**src/rtl/irq_ctrl_pkg.sv**
```systemverilog
// Constants shared by the interrupt controller and its helper modules.
// Assumes source numbers run from 1 to 25; number 0 is reset.
package irq_ctrl_pkg;

  // ==========================================================================
  // Source set
  localparam int          NUM_SRC       = 25;
  localparam int          ID_W          = 5;
  localparam int          FIRST_MASK    = 4;
  localparam logic [25:0] NMI_MASK      = 26'h000000E;
  localparam logic [25:0] PIN_MASK      = 26'h01F0100;
  localparam int          TIMEBASE_SRC  = 5;

  // ==========================================================================
  // Priority levels: six 8-bit level registers, four 2-bit fields each.
  localparam int          LVL_REGS      = 6;
  localparam int          LVL_REG_W     = 8;
  localparam int          LVL_W         = 2;
  localparam int          LVL_BUS_W     = LVL_REGS * LVL_REG_W;

  // ==========================================================================
  // Service rank: 0 idle, 1 to 4 maskable level plus one, 5 non-maskable.
  localparam int          RANK_W        = 3;
  localparam logic [2:0]  RANK_IDLE     = 3'h0;
  localparam logic [2:0]  RANK_NMI      = 3'h5;

  // ==========================================================================
  // Vector tables.
  localparam int          VEC_W         = 16;
  localparam logic [15:0] VEC_HIGH_BASE = 16'hFFFE;
  localparam logic [15:0] VEC_LOW_BASE  = 16'h01FE;
  localparam logic [15:0] VEC_RESET     = 16'h0000;

  // ==========================================================================
  // Nesting stack.
  localparam int          STACK_DEPTH   = 8;
  localparam int          SP_W          = 4;

endpackage : irq_ctrl_pkg

```
**src/rtl/irq_pin_sync.sv**
```systemverilog
// Three-stage synchroniser for an external request pin with rising detect.
// Assumes the pin is asynchronous to core_clk_i.
module irq_pin_sync (
  // Clock, reset and enable
  input  wire logic core_clk_i,
  input  wire logic rst_b_i,
  input  wire logic ce_i,
  // Pin and detected edge
  input  wire logic pin_i,
  output logic      rise_o
);

  logic s1_reg, s2_reg, s3_reg, level_reg, rise_reg;
  logic s1_next, s2_next, s3_next, level_next, rise_next;

  // ==========================================================================
  // A change counts only once the second and third stages agree.
  always_comb begin
    s1_next    = pin_i;
    s2_next    = s1_reg;
    s3_next    = s2_reg;
    level_next = (s2_reg == s3_reg) ? s3_reg : level_reg;
    rise_next  = level_next & ~level_reg;
  end

  always_ff @(posedge core_clk_i or negedge rst_b_i) begin
    if (!rst_b_i) begin
      s1_reg    <= 1'b0;
      s2_reg    <= 1'b0;
      s3_reg    <= 1'b0;
      level_reg <= 1'b0;
      rise_reg  <= 1'b0;
    end else if (ce_i) begin
      s1_reg    <= s1_next;
      s2_reg    <= s2_next;
      s3_reg    <= s3_next;
      level_reg <= level_next;
      rise_reg  <= rise_next;
    end
  end

  assign rise_o = rise_reg;

endmodule : irq_pin_sync

```
**src/rtl/irq_nest_stack.sv**
```systemverilog
// Small stack of service ranks for nested interrupt service.
// Assumes push and pop never arrive in the same cycle; pushes when full
// and pops when empty are ignored.
module irq_nest_stack (
  // Clock, reset and enable
  input  wire logic                              core_clk_i,
  input  wire logic                              rst_b_i,
  input  wire logic                              ce_i,
  // Stack control
  input  wire logic                              push_i,
  input  wire logic                              pop_i,
  input  wire logic [irq_ctrl_pkg::RANK_W-1:0]   rank_i,
  // Stack state
  output logic      [irq_ctrl_pkg::RANK_W-1:0]   top_o,
  output logic      [irq_ctrl_pkg::SP_W-1:0]     depth_o
);

  logic [irq_ctrl_pkg::RANK_W-1:0] mem [irq_ctrl_pkg::STACK_DEPTH];
  logic [irq_ctrl_pkg::RANK_W-1:0] top_reg, top_next;
  logic [irq_ctrl_pkg::SP_W-1:0]   sp_reg, sp_next;
  logic                            do_push, do_pop;

  // ==========================================================================
  // The top entry lives in a register; older entries sit in the array.
  always_comb begin
    do_push  = push_i &&
               (sp_reg < irq_ctrl_pkg::SP_W'(irq_ctrl_pkg::STACK_DEPTH));
    do_pop   = pop_i && (sp_reg != '0);
    top_next = top_reg;
    sp_next  = sp_reg;
    if (do_push) begin
      top_next = rank_i;
      sp_next  = sp_reg + 1'b1;
    end else if (do_pop) begin
      top_next = mem[sp_reg[2:0] - 3'h1];
      sp_next  = sp_reg - 1'b1;
    end
  end

  always_ff @(posedge core_clk_i) begin
    if (ce_i && do_push) begin
      mem[sp_reg[2:0]] <= top_reg;
    end
  end

  always_ff @(posedge core_clk_i or negedge rst_b_i) begin
    if (!rst_b_i) begin
      top_reg <= irq_ctrl_pkg::RANK_IDLE;
      sp_reg  <= '0;
    end else if (ce_i) begin
      top_reg <= top_next;
      sp_reg  <= sp_next;
    end
  end

  assign top_o   = top_reg;
  assign depth_o = sp_reg;

endmodule : irq_nest_stack

```
**src/rtl/irq_priority_ctrl.sv**
```systemverilog
// Prioritised interrupt controller for an 8-bit core.
// Assumes the core acks only while irq_req_o is high and pulses
// irq_return_i once at the end of each accepted handler.
module irq_priority_ctrl (
  // Clock, reset and enable
  input  wire logic                                core_clk_i,
  input  wire logic                                rst_b_i,
  input  wire logic                                ce_i,
  // Request sources; pins in PIN_MASK are asynchronous, others are pulses
  input  wire logic [irq_ctrl_pkg::NUM_SRC:1]      irq_line_i,
  // Software control
  input  wire logic                                master_irq_enable_i,
  input  wire logic [irq_ctrl_pkg::NUM_SRC:1]      source_enable_flag_i,
  input  wire logic [irq_ctrl_pkg::LVL_BUS_W-1:0]  priority_level_regs_i,
  input  wire logic                                vector_base_select_i,
  input  wire logic [irq_ctrl_pkg::NUM_SRC:1]      latch_clear_i,
  // Core handshake
  input  wire logic                                irq_ack_i,
  input  wire logic                                irq_return_i,
  output logic                                     irq_req_o,
  output logic      [irq_ctrl_pkg::VEC_W-1:0]      vector_o,
  output logic      [irq_ctrl_pkg::ID_W-1:0]       irq_id_o,
  // Status
  output logic      [irq_ctrl_pkg::NUM_SRC:1]      request_latch_o,
  output logic      [irq_ctrl_pkg::RANK_W-1:0]     service_rank_o,
  output logic      [irq_ctrl_pkg::SP_W-1:0]       nest_depth_o
);

  // ==========================================================================
  // Decoding helpers

  // Rank of a source under the current level registers.
  function automatic logic [irq_ctrl_pkg::RANK_W-1:0] rank_of(
    input int                                       src,
    input logic [irq_ctrl_pkg::LVL_BUS_W-1:0]       lvls
  );
    logic [irq_ctrl_pkg::LVL_W-1:0] lvl;
    lvl = '0;
    if (irq_ctrl_pkg::NMI_MASK[src]) begin
      rank_of = irq_ctrl_pkg::RANK_NMI;
    end else begin
      lvl = lvls[irq_ctrl_pkg::LVL_W*(src-irq_ctrl_pkg::FIRST_MASK)
                 +: irq_ctrl_pkg::LVL_W];
      rank_of = {1'b0, lvl} + 3'h1;
    end
  endfunction : rank_of

  // Vector address of a source from the selected table.
  function automatic logic [irq_ctrl_pkg::VEC_W-1:0] vector_of(
    input logic [irq_ctrl_pkg::ID_W-1:0] src,
    input logic                          low_table
  );
    logic [irq_ctrl_pkg::VEC_W-1:0] base;
    base = low_table ? irq_ctrl_pkg::VEC_LOW_BASE
                     : irq_ctrl_pkg::VEC_HIGH_BASE;
    vector_of = base - {10'h000, src, 1'b0};
  endfunction : vector_of

  // ==========================================================================
  // Request capture

  logic [irq_ctrl_pkg::NUM_SRC:1] set_pulse;

  for (genvar k = 1; k <= irq_ctrl_pkg::NUM_SRC; k++) begin : g_src
    if (irq_ctrl_pkg::PIN_MASK[k]) begin : g_pin
      irq_pin_sync u_sync (
        .core_clk_i (core_clk_i),
        .rst_b_i    (rst_b_i),
        .ce_i       (ce_i),
        .pin_i      (irq_line_i[k]),
        .rise_o     (set_pulse[k])
      );
    end else begin : g_int
      assign set_pulse[k] = irq_line_i[k];
    end
  end

  // ==========================================================================
  // Nesting stack

  logic [irq_ctrl_pkg::RANK_W-1:0] top_rank;
  logic [irq_ctrl_pkg::RANK_W-1:0] push_rank;
  logic [irq_ctrl_pkg::SP_W-1:0]   depth;
  logic                            accept;

  irq_nest_stack u_stack (
    .core_clk_i (core_clk_i),
    .rst_b_i    (rst_b_i),
    .ce_i       (ce_i),
    .push_i     (accept),
    .pop_i      (irq_return_i),
    .rank_i     (push_rank),
    .top_o      (top_rank),
    .depth_o    (depth)
  );

  // ==========================================================================
  // Latches and arbitration

  logic [irq_ctrl_pkg::NUM_SRC:1]    latch_reg, latch_next;
  logic                              req_reg, req_next;
  logic [irq_ctrl_pkg::ID_W-1:0]     id_reg, id_next;
  logic [irq_ctrl_pkg::VEC_W-1:0]    vec_reg, vec_next;
  logic [irq_ctrl_pkg::NUM_SRC:1]    eligible;
  logic [irq_ctrl_pkg::NUM_SRC:1]    ack_clear;
  logic [irq_ctrl_pkg::RANK_W-1:0]   best_rank;
  logic [irq_ctrl_pkg::RANK_W-1:0]   cand_rank;
  logic [irq_ctrl_pkg::ID_W-1:0]     best_id;
  logic                              found;

  // A latched request may be withdrawn by software after it was offered.
  assign irq_req_o = req_reg && latch_reg[id_reg];
  assign accept    = irq_req_o && irq_ack_i;

  always_comb begin
    push_rank = rank_of(int'(id_reg), priority_level_regs_i);
    ack_clear = '0;
    if (accept) begin
      ack_clear[id_reg] = 1'b1;
    end
    // Set wins over any clear arriving in the same cycle.
    latch_next = (latch_reg & ~latch_clear_i & ~ack_clear)
               | set_pulse;
  end

  always_comb begin
    eligible  = '0;
    best_rank = top_rank;
    best_id   = '0;
    found     = 1'b0;
    cand_rank = '0;
    for (int k = 1; k <= irq_ctrl_pkg::NUM_SRC; k++) begin
      // Non-maskable sources ignore both enables.
      eligible[k] = latch_reg[k] && !ack_clear[k] &&
                    (irq_ctrl_pkg::NMI_MASK[k] ||
                     (master_irq_enable_i &&
                      source_enable_flag_i[k]));
      cand_rank = rank_of(k, priority_level_regs_i);
      // Strictly above the service rank; ties keep the lower number.
      if (eligible[k] && cand_rank > best_rank) begin
        best_rank = cand_rank;
        best_id   = irq_ctrl_pkg::ID_W'(k);
        found     = 1'b1;
      end
    end
  end

  // ==========================================================================
  // Offer to the core
  // The offer is dropped for one cycle after each acceptance so that the
  // stack top and the latch reflect the new service before the next pick.

  always_comb begin
    req_next = found && !accept;
    id_next  = id_reg;
    vec_next = vec_reg;
    if (found && !accept) begin
      id_next  = best_id;
      vec_next = vector_of(best_id, vector_base_select_i);
    end
  end

  always_ff @(posedge core_clk_i or negedge rst_b_i) begin
    if (!rst_b_i) begin
      latch_reg <= '0;
      req_reg   <= 1'b0;
      id_reg    <= '0;
      vec_reg   <= irq_ctrl_pkg::VEC_RESET;
    end else if (ce_i) begin
      latch_reg <= latch_next;
      req_reg   <= req_next;
      id_reg    <= id_next;
      vec_reg   <= vec_next;
    end
  end

  // ==========================================================================
  // Outputs

  assign vector_o        = vec_reg;
  assign irq_id_o        = id_reg;
  assign request_latch_o = latch_reg;
  assign service_rank_o  = top_rank;
  assign nest_depth_o    = depth;

endmodule : irq_priority_ctrl

```
**config.mk**
```make
export PLATFORM = sky130hd
export DESIGN_NAME = irq_priority_ctrl
export DESIGN_NICKNAME = d
export VERILOG_FILES = /design/src/rtl/irq_ctrl_pkg.sv /design/src/rtl/irq_pin_sync.sv /design/src/rtl/irq_nest_stack.sv /design/src/rtl/irq_priority_ctrl.sv
export SDC_FILE = /design/constraint.sdc
export NUM_CORES = 1
export LEC_CHECK = 0
export BUFFER_PORTS_ARGS = -buffer_cell sky130_fd_sc_hd__buf_2
export CAP_MARGIN = 25
export CORE_ASPECT_RATIO = 2
export CORE_MARGIN = 4
export CORE_UTILIZATION = 33
export CTS_BUF_LIST = sky130_fd_sc_hd__clkbuf_8 sky130_fd_sc_hd__clkbuf_16
export CTS_CLUSTER_DIAMETER = 80
export DETAILED_ROUTE_END_ITERATION = 10
export PLACE_DENSITY_LB_ADDON = 0.05
export SYNTH_ARGS = -nofsm -noshare
export SYNTH_HDL_FRONTEND = slang
export SYNTH_SLANG_ARGS = --single-unit
export TNS_END_PERCENT = 100
```
**constraint.sdc**
```tcl
create_clock -name core_clk_i -period 42.3 [get_ports core_clk_i]
set_input_delay 8.46 -clock core_clk_i [delete_from_list [all_inputs] [get_ports core_clk_i]]
set_output_delay 8.46 -clock core_clk_i [all_outputs]
set_load 0.02 [all_outputs]
```
Word-level counts from Yosys, hierarchy flattened
Memory sizes are Yosys's and may differ from the RTL's.
Cells that the tools add are included.
{"block": "totals", "register_bits": 84, "mem_bits_rw": 24, "mem_bits_ro": 32, "in_bits": 130, "output_inout_bits": 54, "wordCells": 344, "memories": 2}
{"memory": "(no name shown)", "words": 32, "width": 1, "rd": 1, "rd_clocked_by_memory_dff": 0, "write_ports": 0, "line": "irq_priority_ctrl.sv:39", "source": "if (irq_ctrl_pkg::NMI_MASK[src]) begin"}
{"memory": "u_stack.mem", "words": 8, "width": 3, "rd": 1, "rd_clocked_by_memory_dff": 0, "write_ports": 1, "line": "irq_nest_stack.sv:18", "source": "logic [irq_ctrl_pkg::RANK_W-1:0] mem [irq_ctrl_pkg::STACK_DEPTH];"}
{"block": "op_classes", "n_addsub": 28, "magnitude_cmp": 29, "eq_ne": 6, "shifts": 1, "muxes": 94, "bitwise_logic": 17, "n_reduce_logical": 131}
{"op": "logical AND 1 bit", "n": 101}
{"op": "two-way mux 3 bit", "n": 31}
{"op": "two-way mux 5 bit", "n": 16}
{"op": "adder 2 x 1 -> 3 bit (second input constant)", "n": 23}
{"op": "greater-than comparator 3 bit", "n": 22}
{"op": "AND 25 bit", "n": 2}
{"op": "inverter 25 bit", "n": 2}
{"op": "indexed part select 48 x 7 -> 2 bit", "n": 1}
{"op": "two-way mux 1 bit", "n": 37}
{"op": "zero test 1 bit", "n": 26}
{"op": "two-way mux 25 bit", "n": 1}
{"op": "OR 25 bit", "n": 1}
{"op": "two-way mux 16 bit", "n": 1}
{"op": "two-way mux 4 bit", "n": 4}
{"op": "subtractor 16 x 6 -> 16 bit", "n": 1}
{"op": "< comparator 5 x 6 -> 1 bit (second input constant)", "n": 2}
{"op": "greater-than comparator 3 bit (first input constant)", "n": 3}
{"op": "AND 1 bit", "n": 6}
{"op": "== test 1 bit", "n": 6}
{"op": "inverter 1 bit", "n": 6}
{"op": "subtractor 5 x 3 -> 6 bit (second input constant)", "n": 1}
{"op": "binary-select mux 1 bit (select 5 bit)", "n": 1}
{"op": "demux 1 bit (select 5 bit)", "n": 1}
{"op": ">= comparator 5 x 1 -> 1 bit (second input constant)", "n": 1}
{"op": "other kinds (8)", "n": 10}

Longest topological paths before layout
{"block": "logic_depth", "word_depth": 83, "depth_mapped": 168, "depth_no_buf": 163}

Modules after synthesis
From an unflattened synthesis, not the netlist that was laid out.
{"block": "hier_totals", "hier_cells": 993, "area_unflattened_um2": 8942.3}
{"mod": "irq_priority_ctrl", "instances": 1, "cells_per_inst": 797, "area_each_um2": 6241.0, "seq_area_each_um2": 950.9}
{"mod": "irq_nest_stack", "instances": 1, "cells_per_inst": 94, "area_each_um2": 1402.6, "seq_area_each_um2": 895.9}
{"mod": "irq_pin_sync", "instances": 6, "cells_per_inst": 17, "area_each_um2": 216.5, "seq_area_each_um2": 125.1}

Worst setup path after synthesis
OpenSTA, ideal clock, no wires.
{"block": "synth_timing", "kind": "input-to-reg", "start": "input irq_ack_i", "end": "register vec_reg (netlist bit vector_o[2])", "setup_ps": 121, "arrival_ps": 36953, "required_time_ps": 42179, "slack_ps": 5226, "path_stages": 156, "path_buffers": 2, "path_cell_list": "nand4b_1 > or3_4 > a21oi_1 > o21ai_0 > ha_1 > nor2b_1 > o21a_1 > o21a_1 > o21ai_1 > mux2i_1 > inv_1 > ha_1 > a21oi_1 > a21oi_1 > o41a_1 > o21ai_0 > o21a_1 > inv_1 > [... 120 more ...] > mux2i_1 > ha_1 > nand3_1 > nand4_1 > or3_1 > buf_1 > a31oi_1 > o21ai_0 > ha_1 > nand3_1 > nand4_1 > or3_1 > nand2_1 > nor2_1 > nand3_1 > o31ai_4 > a211o_1 > a21boi_1"}
{"block": "synth_via", "elab_chain_cells": 80, "elab_cells_between_ends": 201, "classes_between": "1 x add/sub; 24 x order compare; 75 x mux; 101 x reduce/logical"}
{"item": "start, declared", "line": "irq_priority_ctrl.sv:18", "source": "input wire logic irq_ack_i,"}
{"item": "logical AND 1 bit *", "line": "irq_priority_ctrl.sv:113", "source": "assign accept = irq_req_o && irq_ack_i;"}
{"item": "branches (longest 79 deep; another with greater-than comparator 3 bit)"}
{"item": "end signal, assigned", "line": "irq_priority_ctrl.sv:168", "source": "vec_reg <= irq_ctrl_pkg::VEC_RESET;"}
{"item": "end signal, assigned", "line": "irq_priority_ctrl.sv:173", "source": "vec_reg <= vec_next;"}
{"item": "end, declared", "line": "irq_priority_ctrl.sv:103", "source": "logic [irq_ctrl_pkg::VEC_W-1:0] vec_reg, vec_next;"}
Every way passes the cells marked *.
A chain may end at the register's enable or synchronous reset.

Final worst setup path
Same ends and word-level chain as after synthesis.

==> impl_results.md <==
- Run status: finished, final reports clean
- CTS Buf Count: 9
- Final core utilization: 39.2%
- XOR/XNOR Fraction of Synth Area: 0.484%
- CTS H-Tree Depth: 3
- Simple-gate area share of the yosys netlist: 19.7%
- Max clock buf depth: 2
- Unique masters post-synth: 106
- Total routed wirelength: 33500 um
- Die Span Y: 242 um
- Layout net count: 1362
- # IOs: 184
- Final Slew Violations: 0
- All-Layer GR Usage: 21.9%
- CP max stage delay: 0.54 ns
- Total power: 0.000560 W
- Max Cap Viol: 0
- # rows: 85
- Worst path bufs/invs: 12
- Vias in the first global route: 8875
- Worst vdd rail ir drop: 0.0286 mV
- Clock transition at path regs: 0.07 ns
- Syn_nets: 1203
- Skew final: 0.00843 ns
- Compound-gate portion of the synthesized area: 26.9%
- Flops & latches, synth: 99
- Tmin final: 39.89 ns
- Async SR Flop Fraction: 75.8%
- Pin count of the biggest net entering global routing: 78
- Reg2reg setup slack: 9.61 ns
- Core footprint: 0.0270 mm2
- Die boundary width: 125 um
- Mux cell area share after synthesis: 10.1%
- Final setup fails: 0
- # diodes: 0
- Main combinational cell family by area after synthesis: compound AO/OA/AOI/OAI gates
- Most used DFF post-synth: dfrtp_1
- Layout cells sized above 1: 25.8%
- CTS Hold Bufs: 0
- Most frequent CP cell: ha_1
- Synth warn: 0
- Clk Tree Root Cell: clkbuf_16
- Top cell family by delay on the critical path: compound AO/OA/AOI/OAI gates
- Post-Syn Area: 0.00905 mm2
- PD cells: 52.9 mW/mm2
- Synth Instances: 1016
- Setup TNS: 0 ns
- DRC Markers: 0
- First-pass GRT wire length: 51400 um
- RSZ-0062 raised after global routing: false
- Sequential share of the synthesized area: 28.7%
- Cell leakage power: 4.61 nW
- Crit share post-route: 94.3%
- Routed Antenna Nets: 0
- Clk_lat worst skew: 0.37 ns
- Initial antenna violation count: 1
- Port Buffer Count: 179
- Vias per cell: 5.58
- Post-synthesis adder-cell area fraction: 9.07%
- Worst setup EP type: flip-flop
- CP required: 42.55 ns
- Worst Path Arrival: 40.14 ns
- Startpoint Class: input pin
- Total grt overflow: 0
- Hold_sp: vector_o[1]
- CP max-delay cell: or3_1
- Critical Path Source: irq_ack_i
- # clock sinks: 99
- Initial core utilization: 33.5%
- Worst setup path class: in2reg
- TritonRoute pass-1 iters: 5
- Slew HR: 37.6%
- Wire length per cell: 22.0 um
- Hpwl dp: 27600 um
- CTS tree: yes
- Crit path max fanout: 10
- Initial DRC count: 427
- Die ar.: 0.0303 mm2
- Reg2Reg Launch Point: irq_id_o[2]
- Total number of vias: 8527
- Layout area overhead: 16.9%
- Max FFs per register: 25
- Worst Tran Pin Value: 0.932 ns
- Final hold viol count: 0
- Max Freq: 0.0251 GHz
- Syn Area/Cell: 8.91 um2
- Post-synth EDFFs: 24
- Gpl congestion: 0.891
- Hold Crit Class: reg2reg
-- synth_stat cells (all sizes together), types with 15 or more instances --
library cell / count / area share, %
nor2: 98 / 4.1
nand2: 90 / 3.8
o21ai: 77 / 4.4
dfrtp: 75 / 21
a21oi: 58 / 3.3
ha: 56 / 7.7
inv: 52 / 2.2
nand3: 41 / 2.3
a22o: 28 / 2.7
nor3: 27 / 1.5
mux2: 26 / 3.2
buf: 25 / 2.0
edfxtp: 24 / 8.0
clkbuf: 21 / 0.87
mux4: 20 / 5.0
o21a: 20 / 1.7
a21o: 16 / 1.4
mux2i: 16 / 1.9
a211oi: 15 / 1.6
-- final cells by class --
cell class / instances / area (um2)
Tap cell: 348 / 435
Clock buffer: 10 / 239
Fill cell: 2887 / 16400
Multi-Input combinational cell: 819 / 6020
Inverter: 52 / 195
Clock inverter: 6 / 78.8
Sequential cell: 99 / 2600
Timing Repair Buffer: 194 / 1010
-- cells in the final DEF, fill, tap and decap left out, types with 4 or more instances in the layout --
| master | n |
|---|---|
| nand2b_1 | 11 |
| buf_4 | 16 |
| buf_2 | 177 |
| a31oi_1 | 13 |
| o21ai_1 | 7 |
| mux2_2 | 24 |
| nand4_1 | 10 |
| dfrtp_1 | 74 |
| nor2_1 | 96 |
| a21oi_1 | 55 |
| nand3b_1 | 4 |
| a211oi_1 | 12 |
| o21ai_0 | 69 |
| nand4b_1 | 10 |
| nand3_1 | 40 |
| o2111ai_1 | 5 |
| and3_1 | 13 |
| mux2i_1 | 14 |
| o211ai_1 | 9 |
| inv_1 | 51 |
| a21o_1 | 15 |
| a211o_1 | 8 |
| or3_1 | 6 |
| edfxtp_1 | 24 |
| a21boi_0 | 7 |
| and4_1 | 5 |
| and2_1 | 11 |
| nand2_1 | 89 |
| o22ai_1 | 6 |
| or2_2 | 6 |
| a22o_1 | 28 |
| ha_1 | 56 |
| nor3_1 | 26 |
| nor4_1 | 5 |
| o21a_1 | 20 |
| clkbuf_16 | 9 |
| mux4_2 | 20 |
| a22oi_1 | 5 |
| maj3_1 | 10 |
| o31ai_1 | 8 |
-- repair_timing --
action | CTS | global route
endpoints found under the setup margin | 0 | 13
resized for setup | 0 | 8
buffers inserted | 0 | 3
-- worst register-to-register path, delay by kind of cell, from the launching register on --
family / cells / cell delay [ns]
AOI/OAI and AO/OA: 56 / 10.66
adders and majority gates: 32 / 9.60
buffers and inverters: 10 / 0.85
DFF: 1 / 0.68
muxes: 9 / 2.84
and+or+nand+nor: 47 / 7.95
-- cells by family after synthesis --
| logic type | Yosys count |
|---|---|
| AOI/OAI and AO/OA | 328 |
| xor gates and xnor gates | 5 |
| adders and majority gates | 67 |
| buffers and inverters | 98 |
| DFF | 99 |
| muxes | 62 |
| other | 1 |
| and+or+nand+nor | 356 |
-- path summary, 6_finish.rpt --
| check | end | depth (start not counted) |
|---|---|---|
| hold reg to reg | vector_o[1] | 2 |
| hold / removal | vector_o[1] | 2 |
| min in group asynchronous | g_src[19].g_pin.u_sync.s1_reg | 1 |
| max in group asynchronous | irq_id_o[0] | 2 |
| setup reg to reg | vector_o[2] | 154 |
| setup / recovery | vector_o[2] | 156 |
-- routing by layer --
| layer | routed length (um) | track usage, % | vias to the layer above |
|---|---|---|---|
| met5 | 13 | 0 | - |
| met1 | 12100 | 22.5 | 4050 |
| li1 | - | - | 4184 |
| met3 | 1270 | 3.42 | 65 |
| met4 | 1970 | 11.8 | 2 |
| met2 | 18200 | 41.5 | 226 |
-- power breakdown --
group | switching, W | internal, W | leakage, nW
sequential | 0.0000306 | 0.000119 | 1.11
combinational | 0.000193 | 0.000127 | 3.34
clock | 0.0000421 | 0.0000490 | 0.158
-- through the flow --
stage	setup WS, ns	area (um2)	hold slack, ns	instances
after floorplan	5.23	9050	0.473	1016
after global placement	1.28	10200	0.467	1508
after detailed placement	0.984	10200	0.471	1508
after CTS	1.30	10500	0.490	1524
after global routing	0.0289	10600	0.515	1528
final	2.41	10600	0.484	1528
No activity file was read; power rests on OpenSTA's default activity.
